--- config.mk ---
export PLATFORM = sky130hd
export DESIGN_NAME = otwc_top
export DESIGN_NICKNAME = d
export VERILOG_FILES = /design/src/verilog/otwc_pkg.sv /design/src/verilog/otwc_top.sv
export SDC_FILE = /design/constraint.sdc
export NUM_CORES = 1
export LEC_CHECK = 0
export BUFFER_PORTS_ARGS = -buffer_cell sky130_fd_sc_hd__buf_2
export CORE_ASPECT_RATIO = 1.2
export CORE_MARGIN = 1.5
export CORE_UTILIZATION = 52
export DETAILED_ROUTE_END_ITERATION = 10
export GPL_TIMING_DRIVEN = 0
export PLACE_DENSITY = 0.78
export SLEW_MARGIN = 5
export SYNTH_ARGS = -nofsm -noshare
export SYNTH_HDL_FRONTEND = slang
export SYNTH_SLANG_ARGS = --single-unit
export TNS_END_PERCENT = 10
--- constraint.sdc ---
create_clock -name mclk -period 4.7 [get_ports mclk]
set_input_delay 0.94 -clock mclk [delete_from_list [all_inputs] [get_ports mclk]]
set_output_delay 0.94 -clock mclk [all_outputs]
set_load 0.02 [all_outputs]
--- src/verilog/otwc_pkg.sv ---
// package for the overtemperature warning comparator
// assumes a single 100 MHz clock and a synchronous active-high reset
package otwc_pkg;
  // register map
  localparam logic [15:0] THRESH_OFFSET   = 16'hfe1a; // warning threshold register
  localparam logic [7:0]  THRESH_RESET    = 8'h00;    // threshold after reset
  localparam int          THRESH_W        = 8;        // programmed field width
  localparam int          CMP_W           = 9;        // compare width
  // allowed codes for software
  localparam logic [7:0]  THRESH_MIN_CODE = 8'h03;
  localparam logic [7:0]  THRESH_MAX_CODE = 8'hfa;
  // one step is 3.125 mV, written in microvolts
  localparam int          STEP_UV         = 3125;
  // debounce time
  localparam int          CLK_HZ          = 100_000_000;
  localparam int          DEBOUNCE_MS     = 100;
  localparam int          DEBOUNCE_CYC    = (CLK_HZ / 1000) * DEBOUNCE_MS;
  localparam int          ADC_W           = 12;       // default sensor result width
endpackage

--- src/verilog/otwc_top.sv ---
// overtemperature warning comparator with 100 ms debounce
// assumes adc sample inputs and register writes are synchronous to mclk
//
// Summary of operation
// - threshold is zero above eight programmed bits
// - compare only top nine adc result bits
// - warning when truncated result below threshold
// - warning flag debounced over 100 ms
// - one threshold step is 3.125 mV
`timescale 1ns/1ps
`default_nettype none

module otwc_top #(
  parameter int ADC_W        = otwc_pkg::ADC_W,
  parameter int DEBOUNCE_CYC = otwc_pkg::DEBOUNCE_CYC
) (
  // clock and reset
  input  wire logic              mclk,
  input  wire logic              sys_rst,
  // register port
  input  wire logic              reg_wr,
  input  wire logic              reg_rd,
  input  wire logic [15:0]       reg_addr,
  input  wire logic [7:0]        reg_wdata,
  output logic      [7:0]        reg_rdata,
  // temp_sensor_adc result
  input  wire logic [ADC_W-1:0]  adc_result,
  input  wire logic              adc_valid,
  // status
  output logic                   warn_flag
);

  // counter width holds the whole debounce count
  localparam int               CNT_W    = $clog2(DEBOUNCE_CYC + 1);
  // last counter code; one interval runs from zero up to this code
  localparam logic [CNT_W-1:0] CNT_LAST = CNT_W'(DEBOUNCE_CYC - 1);

  // widen a programmed code to the compare width
  // the fixed zero on top keeps the threshold in the lower half,
  // so a reading with its top bit set can never count as below
  function automatic logic [8:0] otwc_ext9(input logic [7:0] code);
    return {1'b0, code};
  endfunction

  // state
  logic [7:0]       thresh_ff;      // warning_threshold_field
  logic [7:0]       rdata_ff;       // read data holder
  logic             raw_ff;         // last compare result
  logic             warn_ff;        // debounced flag
  logic [CNT_W-1:0] cnt_ff;         // stability counter

  // decode
  // one address compare serves both the write and the read path
  wire              sel_thresh = (reg_addr == otwc_pkg::THRESH_OFFSET);
  // threshold as the comparator sees it
  wire [8:0]        thresh9    = otwc_ext9(thresh_ff);
  // only the top nine result bits matter; lower bits dropped on purpose
  wire [8:0]        adc_top9   = adc_result[ADC_W-1 -: 9];
  // strict compare: a reading equal to the threshold does not warn
  wire              below      = (adc_top9 < thresh9);
  // raw holds between samples; counter restarts on any change
  wire              nxt_raw    = adc_valid ? below : raw_ff;
  // the raw compare moves at this edge
  wire              changed    = (nxt_raw != raw_ff);
  // flag and raw agree, nothing left to debounce
  wire              settled    = (raw_ff == warn_ff);
  // counter has reached the end of a full interval
  wire              stable_end = (cnt_ff == CNT_LAST);
  // a step is STEP_UV microvolts; field code maps linearly no scaling needed in logic
  // the host turns a voltage into a code, so the logic never converts units

  // threshold register; codes outside 0x03..0xfa are the writer's problem
  // storing them anyway keeps the register a plain read-back of the write
  always_ff @(posedge mclk) begin
    if (sys_rst) begin
      thresh_ff <= otwc_pkg::THRESH_RESET;
    end else if (reg_wr && sel_thresh) begin
      thresh_ff <= reg_wdata;
    end
  end

  // read path, unmapped reads return zero
  // read data is registered so the output comes straight from a flip-flop
  always_ff @(posedge mclk) begin
    if (sys_rst) begin
      rdata_ff <= 8'h00;
    end else if (reg_rd) begin
      rdata_ff <= sel_thresh ? thresh_ff : 8'h00;
    end
  end

  // debounce: flag follows raw only after DEBOUNCE_CYC stable cycles
  // a restart on every change keeps a chattering reading from setting the flag;
  // the price is that a reading hovering at the threshold may never warn
  always_ff @(posedge mclk) begin
    if (sys_rst) begin
      raw_ff  <= 1'b0;
      cnt_ff  <= '0;
      warn_ff <= 1'b0;
    end else begin
      raw_ff <= nxt_raw;
      if (changed || settled) begin
        // fresh change or nothing pending: start over
        cnt_ff <= '0;
      end else if (stable_end) begin
        // full interval held: report the new level
        warn_ff <= raw_ff;
        cnt_ff  <= '0;
      end else begin
        // still inside the interval
        cnt_ff <= cnt_ff + CNT_W'(1);
      end
    end
  end

  // outputs straight from their flip-flops
  assign reg_rdata = rdata_ff;
  assign warn_flag = warn_ff;

  // checks: debounce timing
  // the flag may only move at the end of an unbroken interval
  a_flag_needs_stable: assert property (@(posedge mclk) disable iff (sys_rst)
    $changed(warn_ff) |-> $past(stable_end) && !$past(changed))
    else $error("flag moved without full stable interval");
  // the flag takes the level that was held, never its inverse
  a_flag_matches_raw: assert property (@(posedge mclk) disable iff (sys_rst)
    $changed(warn_ff) |-> warn_ff == $past(raw_ff))
    else $error("flag took wrong value");
  // a restart clears the counter at the next edge
  a_cnt_restart: assert property (@(posedge mclk) disable iff (sys_rst)
    changed |=> cnt_ff == '0)
    else $error("counter not restarted");
  // with nothing pending the counter stays at zero
  a_idle_no_count: assert property (@(posedge mclk) disable iff (sys_rst)
    settled |=> cnt_ff == '0)
    else $error("counter ran while settled");
  // the counter never passes its last code
  a_cnt_bounded: assert property (@(posedge mclk) disable iff (sys_rst)
    cnt_ff <= CNT_LAST)
    else $error("counter overran interval");

  // checks: comparator
  // a reading in the upper half is never below the threshold
  a_cmp_msb_zero: assert property (@(posedge mclk) disable iff (sys_rst)
    (adc_top9[8] && adc_valid) |=> !raw_ff)
    else $error("upper half reading flagged below");
  // strict less-than against the widened threshold
  a_cmp_strict: assert property (@(posedge mclk) disable iff (sys_rst)
    adc_valid |=> raw_ff == ($past(adc_top9) < otwc_ext9($past(thresh_ff))))
    else $error("compare result wrong");
  // equal top bits never warn, whatever the low bits hold
  a_lsb_ignored: assert property (@(posedge mclk) disable iff (sys_rst)
    adc_valid && adc_top9 == thresh9 |=> !raw_ff)
    else $error("low bits affected compare");
  // without a new sample the compare result is kept
  a_hold_raw: assert property (@(posedge mclk) disable iff (sys_rst)
    !adc_valid |=> raw_ff == $past(raw_ff))
    else $error("compare moved without sample");

  // checks: register port
  // a write to the threshold lands at the next edge
  a_wr_stores: assert property (@(posedge mclk) disable iff (sys_rst)
    reg_wr && sel_thresh |=> thresh_ff == $past(reg_wdata))
    else $error("threshold write lost");
  // writes elsewhere leave the threshold alone
  a_wr_other_kept: assert property (@(posedge mclk) disable iff (sys_rst)
    reg_wr && !sel_thresh |=> $stable(thresh_ff))
    else $error("stray write changed threshold");
  // read-back of the stored code
  a_rd_data: assert property (@(posedge mclk) disable iff (sys_rst)
    reg_rd && sel_thresh |=> reg_rdata == $past(thresh_ff))
    else $error("read data wrong");
  // unmapped reads return zero
  a_rd_unmapped: assert property (@(posedge mclk) disable iff (sys_rst)
    reg_rd && !sel_thresh |=> reg_rdata == 8'h00)
    else $error("unmapped read not zero");
  // reset leaves the flag low and the threshold at its reset code
  a_reset_state: assert property (@(posedge mclk)
    sys_rst |=> !warn_ff && reg_rdata == 8'h00 && thresh_ff == otwc_pkg::THRESH_RESET)
    else $error("reset state wrong");

  // covers for the main scenarios
  c_warn_set:   cover property (@(posedge mclk) $rose(warn_ff));
  c_warn_clear: cover property (@(posedge mclk) $fell(warn_ff));
  c_glitch:     cover property (@(posedge mclk) changed ##1 changed);
  c_hold:       cover property (@(posedge mclk) !adc_valid && raw_ff);
endmodule // otwc_top

`default_nettype wire

# After elaboration in Yosys (flattened, before gate mapping)
# Index checks and enable logic that the tools add are counted.
[op_classes]
order_cmp = 1
addsub = 1
n_eq_ne = 4
muxes = 2
n_bitwise = 1
reduce_logical = 4
[ops]
columns = ["cell", "count"]
rows = [
  ["24-bit by 1-bit adder with 24-bit output, second input constant", 1],
  ["24-bit == test, second input constant", 1],
  ["16-bit == test, second input constant", 1],
  ["9-bit by 8-bit less-than comparator with 1-bit output", 1],
  ["8-bit 2-to-1 mux", 1],
  ["3-bit OR reduction", 1],
  ["2-bit AND reduction", 1],
  ["1-bit == test", 1],
  ["1-bit logical AND", 1],
  ["1-bit logical OR", 1],
  ["1-bit 2-to-1 mux", 1],
  ["1-bit inequality test", 1],
  ["1-bit inverter", 1],
]
[word_totals]
ff_bits = 42
wordCells = 18
output_inout_bits = 9

# Longest topological paths before layout
[depth]
ltp_word = 6
depth_mapped = 8
depth_no_buf = 7

# Worst setup path before layout
# Ideal clock, no wire load.
[synth_path]
kind = "input to register"
start = "input reg_addr[0]"
end = "register thresh_ff[0]"
setup_ps = 134
cell_stages = 5
setup_slack_ps = 2341
arrival_ps = 2225
required_ps = 4566
cell_sequence = "or4b_4 nor4_4 nand2_1 nand2_1 a21oi_1"
[synth_between]
elab_chain_len = 2
[synth_rtl]
columns = ["element", "line", "text"]
rows = [
  ["start, declared", "otwc_top.sv:23", "input wire logic [15:0] reg_addr,"],
  ["16-bit == test", "otwc_top.sv:54", "wire sel_thresh = (reg_addr == otwc_pkg::THRESH_OFFSET);"],
  ["1-bit logical AND", "otwc_top.sv:77", "end else if (reg_wr && sel_thresh) begin"],
  ["end signal, assigned", "otwc_top.sv:76", "thresh_ff <= otwc_pkg::THRESH_RESET;"],
  ["end signal, assigned", "otwc_top.sv:78", "thresh_ff <= reg_wdata;"],
  ["end, declared", "otwc_top.sv:46", "logic [7:0] thresh_ff;"],
]
# Every way passes these cells.
# A chain may end at the register's enable or synchronous reset.

# Worst setup path after layout
[layout_path]
start = "input reg_addr[0]"
end = "register thresh_ff[1]"
# Same word-level chain as after synthesis.

==> results by group <==
Status
  – Run status: completed

Timing
  – Post-Route Skew: 4.845 ps
  – Transition at the pin with the smallest max-transition slack: 637.0 ps
  – Hold Fails Final Rpt: 0
  – Final worst-path cycle share: 49.71%
  – Number of max-slew violations in the final report: 0
  – Time the final worst path needs with I/O delays and setup: approximately 2300 ps
  – Total Neg Setup Slack: 0 ps
  – Unrepaired setup endpoints after global routing: no
  – Tightest slew margin relative to the limit: a little under three fifths
  – Setup Viol. Count Final: 0
  – Peak clock frequency supported by timing: approximately 430 MHz

Pwr
  – Maximum resistive drop on vdd: roughly 0.00018 V
  – Cell area power density: ~250 mW/mm^2
  – Total power: approximately 0.00063 W
  – Static leakage: about 0.89 nW

Synthesis
  – Biggest area contributors in the synthesized netlist: dfxtp_1 40%, a21oi_1 8.8%, xor2_1 5.4%
  – Most frequently used cell type in the post-synthesis netlist: dfxtp_1
  – Flip-flop and latch count after synthesis: 42
  – Async set or reset register ratio after synthesis: 0%
  – Mapped cell area: between 0.002 and 0.0025 mm^2
  – Leading area contributor after synthesis: dfxtp_1
  – Cell types with the highest counts after synthesis: 42 x dfxtp_1, 37 x a21oi_1, 21 x nand3_1
  – Post-synth top area share: 40.12%
  – Sequential area share after synthesis: between 40% and 50%
  – Distinct cell type count after synthesis: 40
  – Cells after synthesis: 240
  – EDFF count, synth: 0
  – Total nets after synthesis: just under 300
  – Main synth FF type: dfxtp_1
  – Yosys warning total: 0
  – Average cell area after synthesis: 8.732 um^2

Critical path
  – Worst path required time: just under 5000 ps
  – Critical Setup Path Class: in2reg
  – Crit path buf inv count: 1
  – Most frequent cell on the critical path: nand2_1
  – Delay of the slowest cell on the worst path: approximately 540 ps
  – Crit path max fanout: 8
  – Ordered cell list for the critical path: buf_2 > or4b_4 > nor4_4 > nand2_1 > nand2_1 > a21oi_1
  – Worst-path cell with the longest stage delay: or4b_4
  – Setup crit start kind: input port
  – Arrival time of the worst setup path: roughly 2500 ps
  – Cell class contributing the biggest share of worst-path delay: simple AND/OR/NAND/NOR gates
  – Critical Path Sink Type: register

Cells and area
  – Register area: approximately 840 um^2
  – Fraction of layout cells with a size suffix above 1: approximately a quarter
  – Layout filler cell count: about 370
  – Number of antenna diodes: 0
  – Footprint of the multi-input gates: roughly 0.0012 mm^2
  – Post-synthesis to final-layout area growth: 18.33%
  – Final Net Count: around 340

Route
  – DRC violations left: 0
  – DRT antenna net count: 0
  – Via density per instance: around 5.4
  – Routed length per instance: between 10 and 15 um
  – Initial detailed-routing violation count: 61
  – Overall via count from detail_route: 1876
  – Number of optimization iterations in the first detailed-route pass: 4
  – Total Wirelength: 4252 um

Clock tree
  – Hold_buf cts: 0
  – Clock slew at reported path FFs: 70 ps
  – H-tree levels: 2
  – Number of buffers created by CTS: 5
  – Clock insertion delay at the later pin of the skew report: approximately 290 ps
  – Number of clock sinks: 42
  – Clock root buffer master: clkbuf_8
  – TritonCTS clock tree: built
  – Maximum buffer depth of the clock tree: 2
  – Number of buffers added for setup after CTS: 0
  – Cells resized by post-CTS repair: 0

Floorplanning
  – Area of the die: between 0.004 and 0.005 mm^2
  – Initial core utilization: 53.60%
  – Die H: 72.55 um
  – Chip Width: around 61 um
  – I/O pin count: 50
  – Floorplan Core Area: about 0.0039 mm^2
  – FP Rows: 25

Global routing
  – Global router's overall resource usage: approximately 21%
  – Leftover overflow at the end of global routing: 0
  – Global-route wire length before repair: 7314 um
  – Largest net degree at the start of global routing: 13
  – Antenna violations before repair: 0
  – Vias in the first global route: between 1500 and 2000

Flow run
  – Max-Cap Viols: 0

Place
  – Input/output buffers: 45
  – HPWL after detailed placement: between 3000 and 4000 um
  – Weighted congestion reported at the end of routability-driven placement: roughly 0.76

Min path
  – Type of the worst min-delay path: reg2reg
-- state kept, by name, indices dropped and copies added, names as in the netlist --
| signal | cells |
|---|---|
| cnt_ff | 24 |
| raw_ff | 1 |
| reg_rdata | 8 |
| thresh_ff | 8 |
| warn_flag | 1 |
-- logic make-up after synthesis --
logic type / count (synthesis) / share of synthesized area (%)
AOI/OAI and AO/OA: 47 / 12.60
DFF: 42 / 40.12
adders and majority gates: 8 / 4.776
and+or+nand+nor: 101 / 28.90
buffers and inverters: 20 / 4.418
xor gates and xnor gates: 22 / 9.194
-- through the flow --
step | hold slack, ps | setup WS [ps] | instances | util [%] | area (um^2)
4_1_cts | 461.2 | 2349 | 347 | 63.42 | 2480
5_1_grt | 500.0 | 2264 | 347 | 63.42 | 2480
6_report | 457.1 | 2364 | 347 | 63.42 | 2480
3_3_place_gp | 445.6 | 2069 | 339 | 61.09 | 2389
2_1_floorplan | 417.3 | 2341 | 240 | - | 2096
3_5_place_dp | 451.7 | 2031 | 339 | 61.09 | 2389
-- layout make-up --
cell class,count,area share (%)
Buffer,10,2.220
Clock buffer,7,3.481
Clock inverter,1,0.2018
Inverter,10,1.514
Multi-Input combinational cell,178,46.87
Sequential cell,42,33.91
Tap cell,54,2.725
Timing Repair Buffer,45,9.082
-- cell usage in the layout, fill, tap and decap left out, drive strengths merged, types with 2 or more instances in the layout --
master / Yosys / final
nand2: 19 / 19
clkbuf: 4 / 11
inv: 10 / 10
and2: 3 / 3
nor2b: 3 / 3
xnor2: 9 / 9
nand3: 24 / 24
and4b: 2 / 2
nand4: 8 / 8
nor2: 7 / 7
nor3: 9 / 9
o211ai: 2 / 2
ha: 8 / 8
dfxtp: 42 / 42
and3: 3 / 3
buf: 6 / 51
nor4: 5 / 5
a21oi: 38 / 38
xor2: 13 / 13
nand4b: 3 / 3
nand2b: 10 / 10
-- path summary, 6_finish.rpt --
path	cells after the start	slack, ps	endpoint	from
setup / recovery	6	2360	thresh_ff[1]	reg_addr[0]
hold / removal	1	460	cnt_ff[0]	cnt_ff[0]
setup reg to reg	7	2790	cnt_ff[1]	cnt_ff[0]
hold reg to reg	1	460	cnt_ff[0]	cnt_ff[0]
-- report_power, final --
group          switching (W)  internal [W]  leakage, nW
Sequential       0.000000358      0.000356        0.338
Combinational      0.0000169     0.0000190        0.503
Clock               0.000120      0.000119       0.0482
Total               0.000137      0.000493        0.890
-- metal layers --
layer  routed length [um]  vias up  GRT usage, %
met2                 2272       45         39.55
li1                     -      952             -
met3                  163        7         5.348
met5                    0        -             0
met1                 1732      872         23.47
met4                   83        0         6.280
-- worst register-to-register path, delay by kind of cell, from the launching register on --
family | cells | cell delay (ps)
flops | 1 | 360
simple gates | 4 | 850
compound gates | 1 | 120
buf+inv | 1 | 230
fa+ha+maj | 1 | 230
No activity file was read; power rests on OpenSTA's default activity.
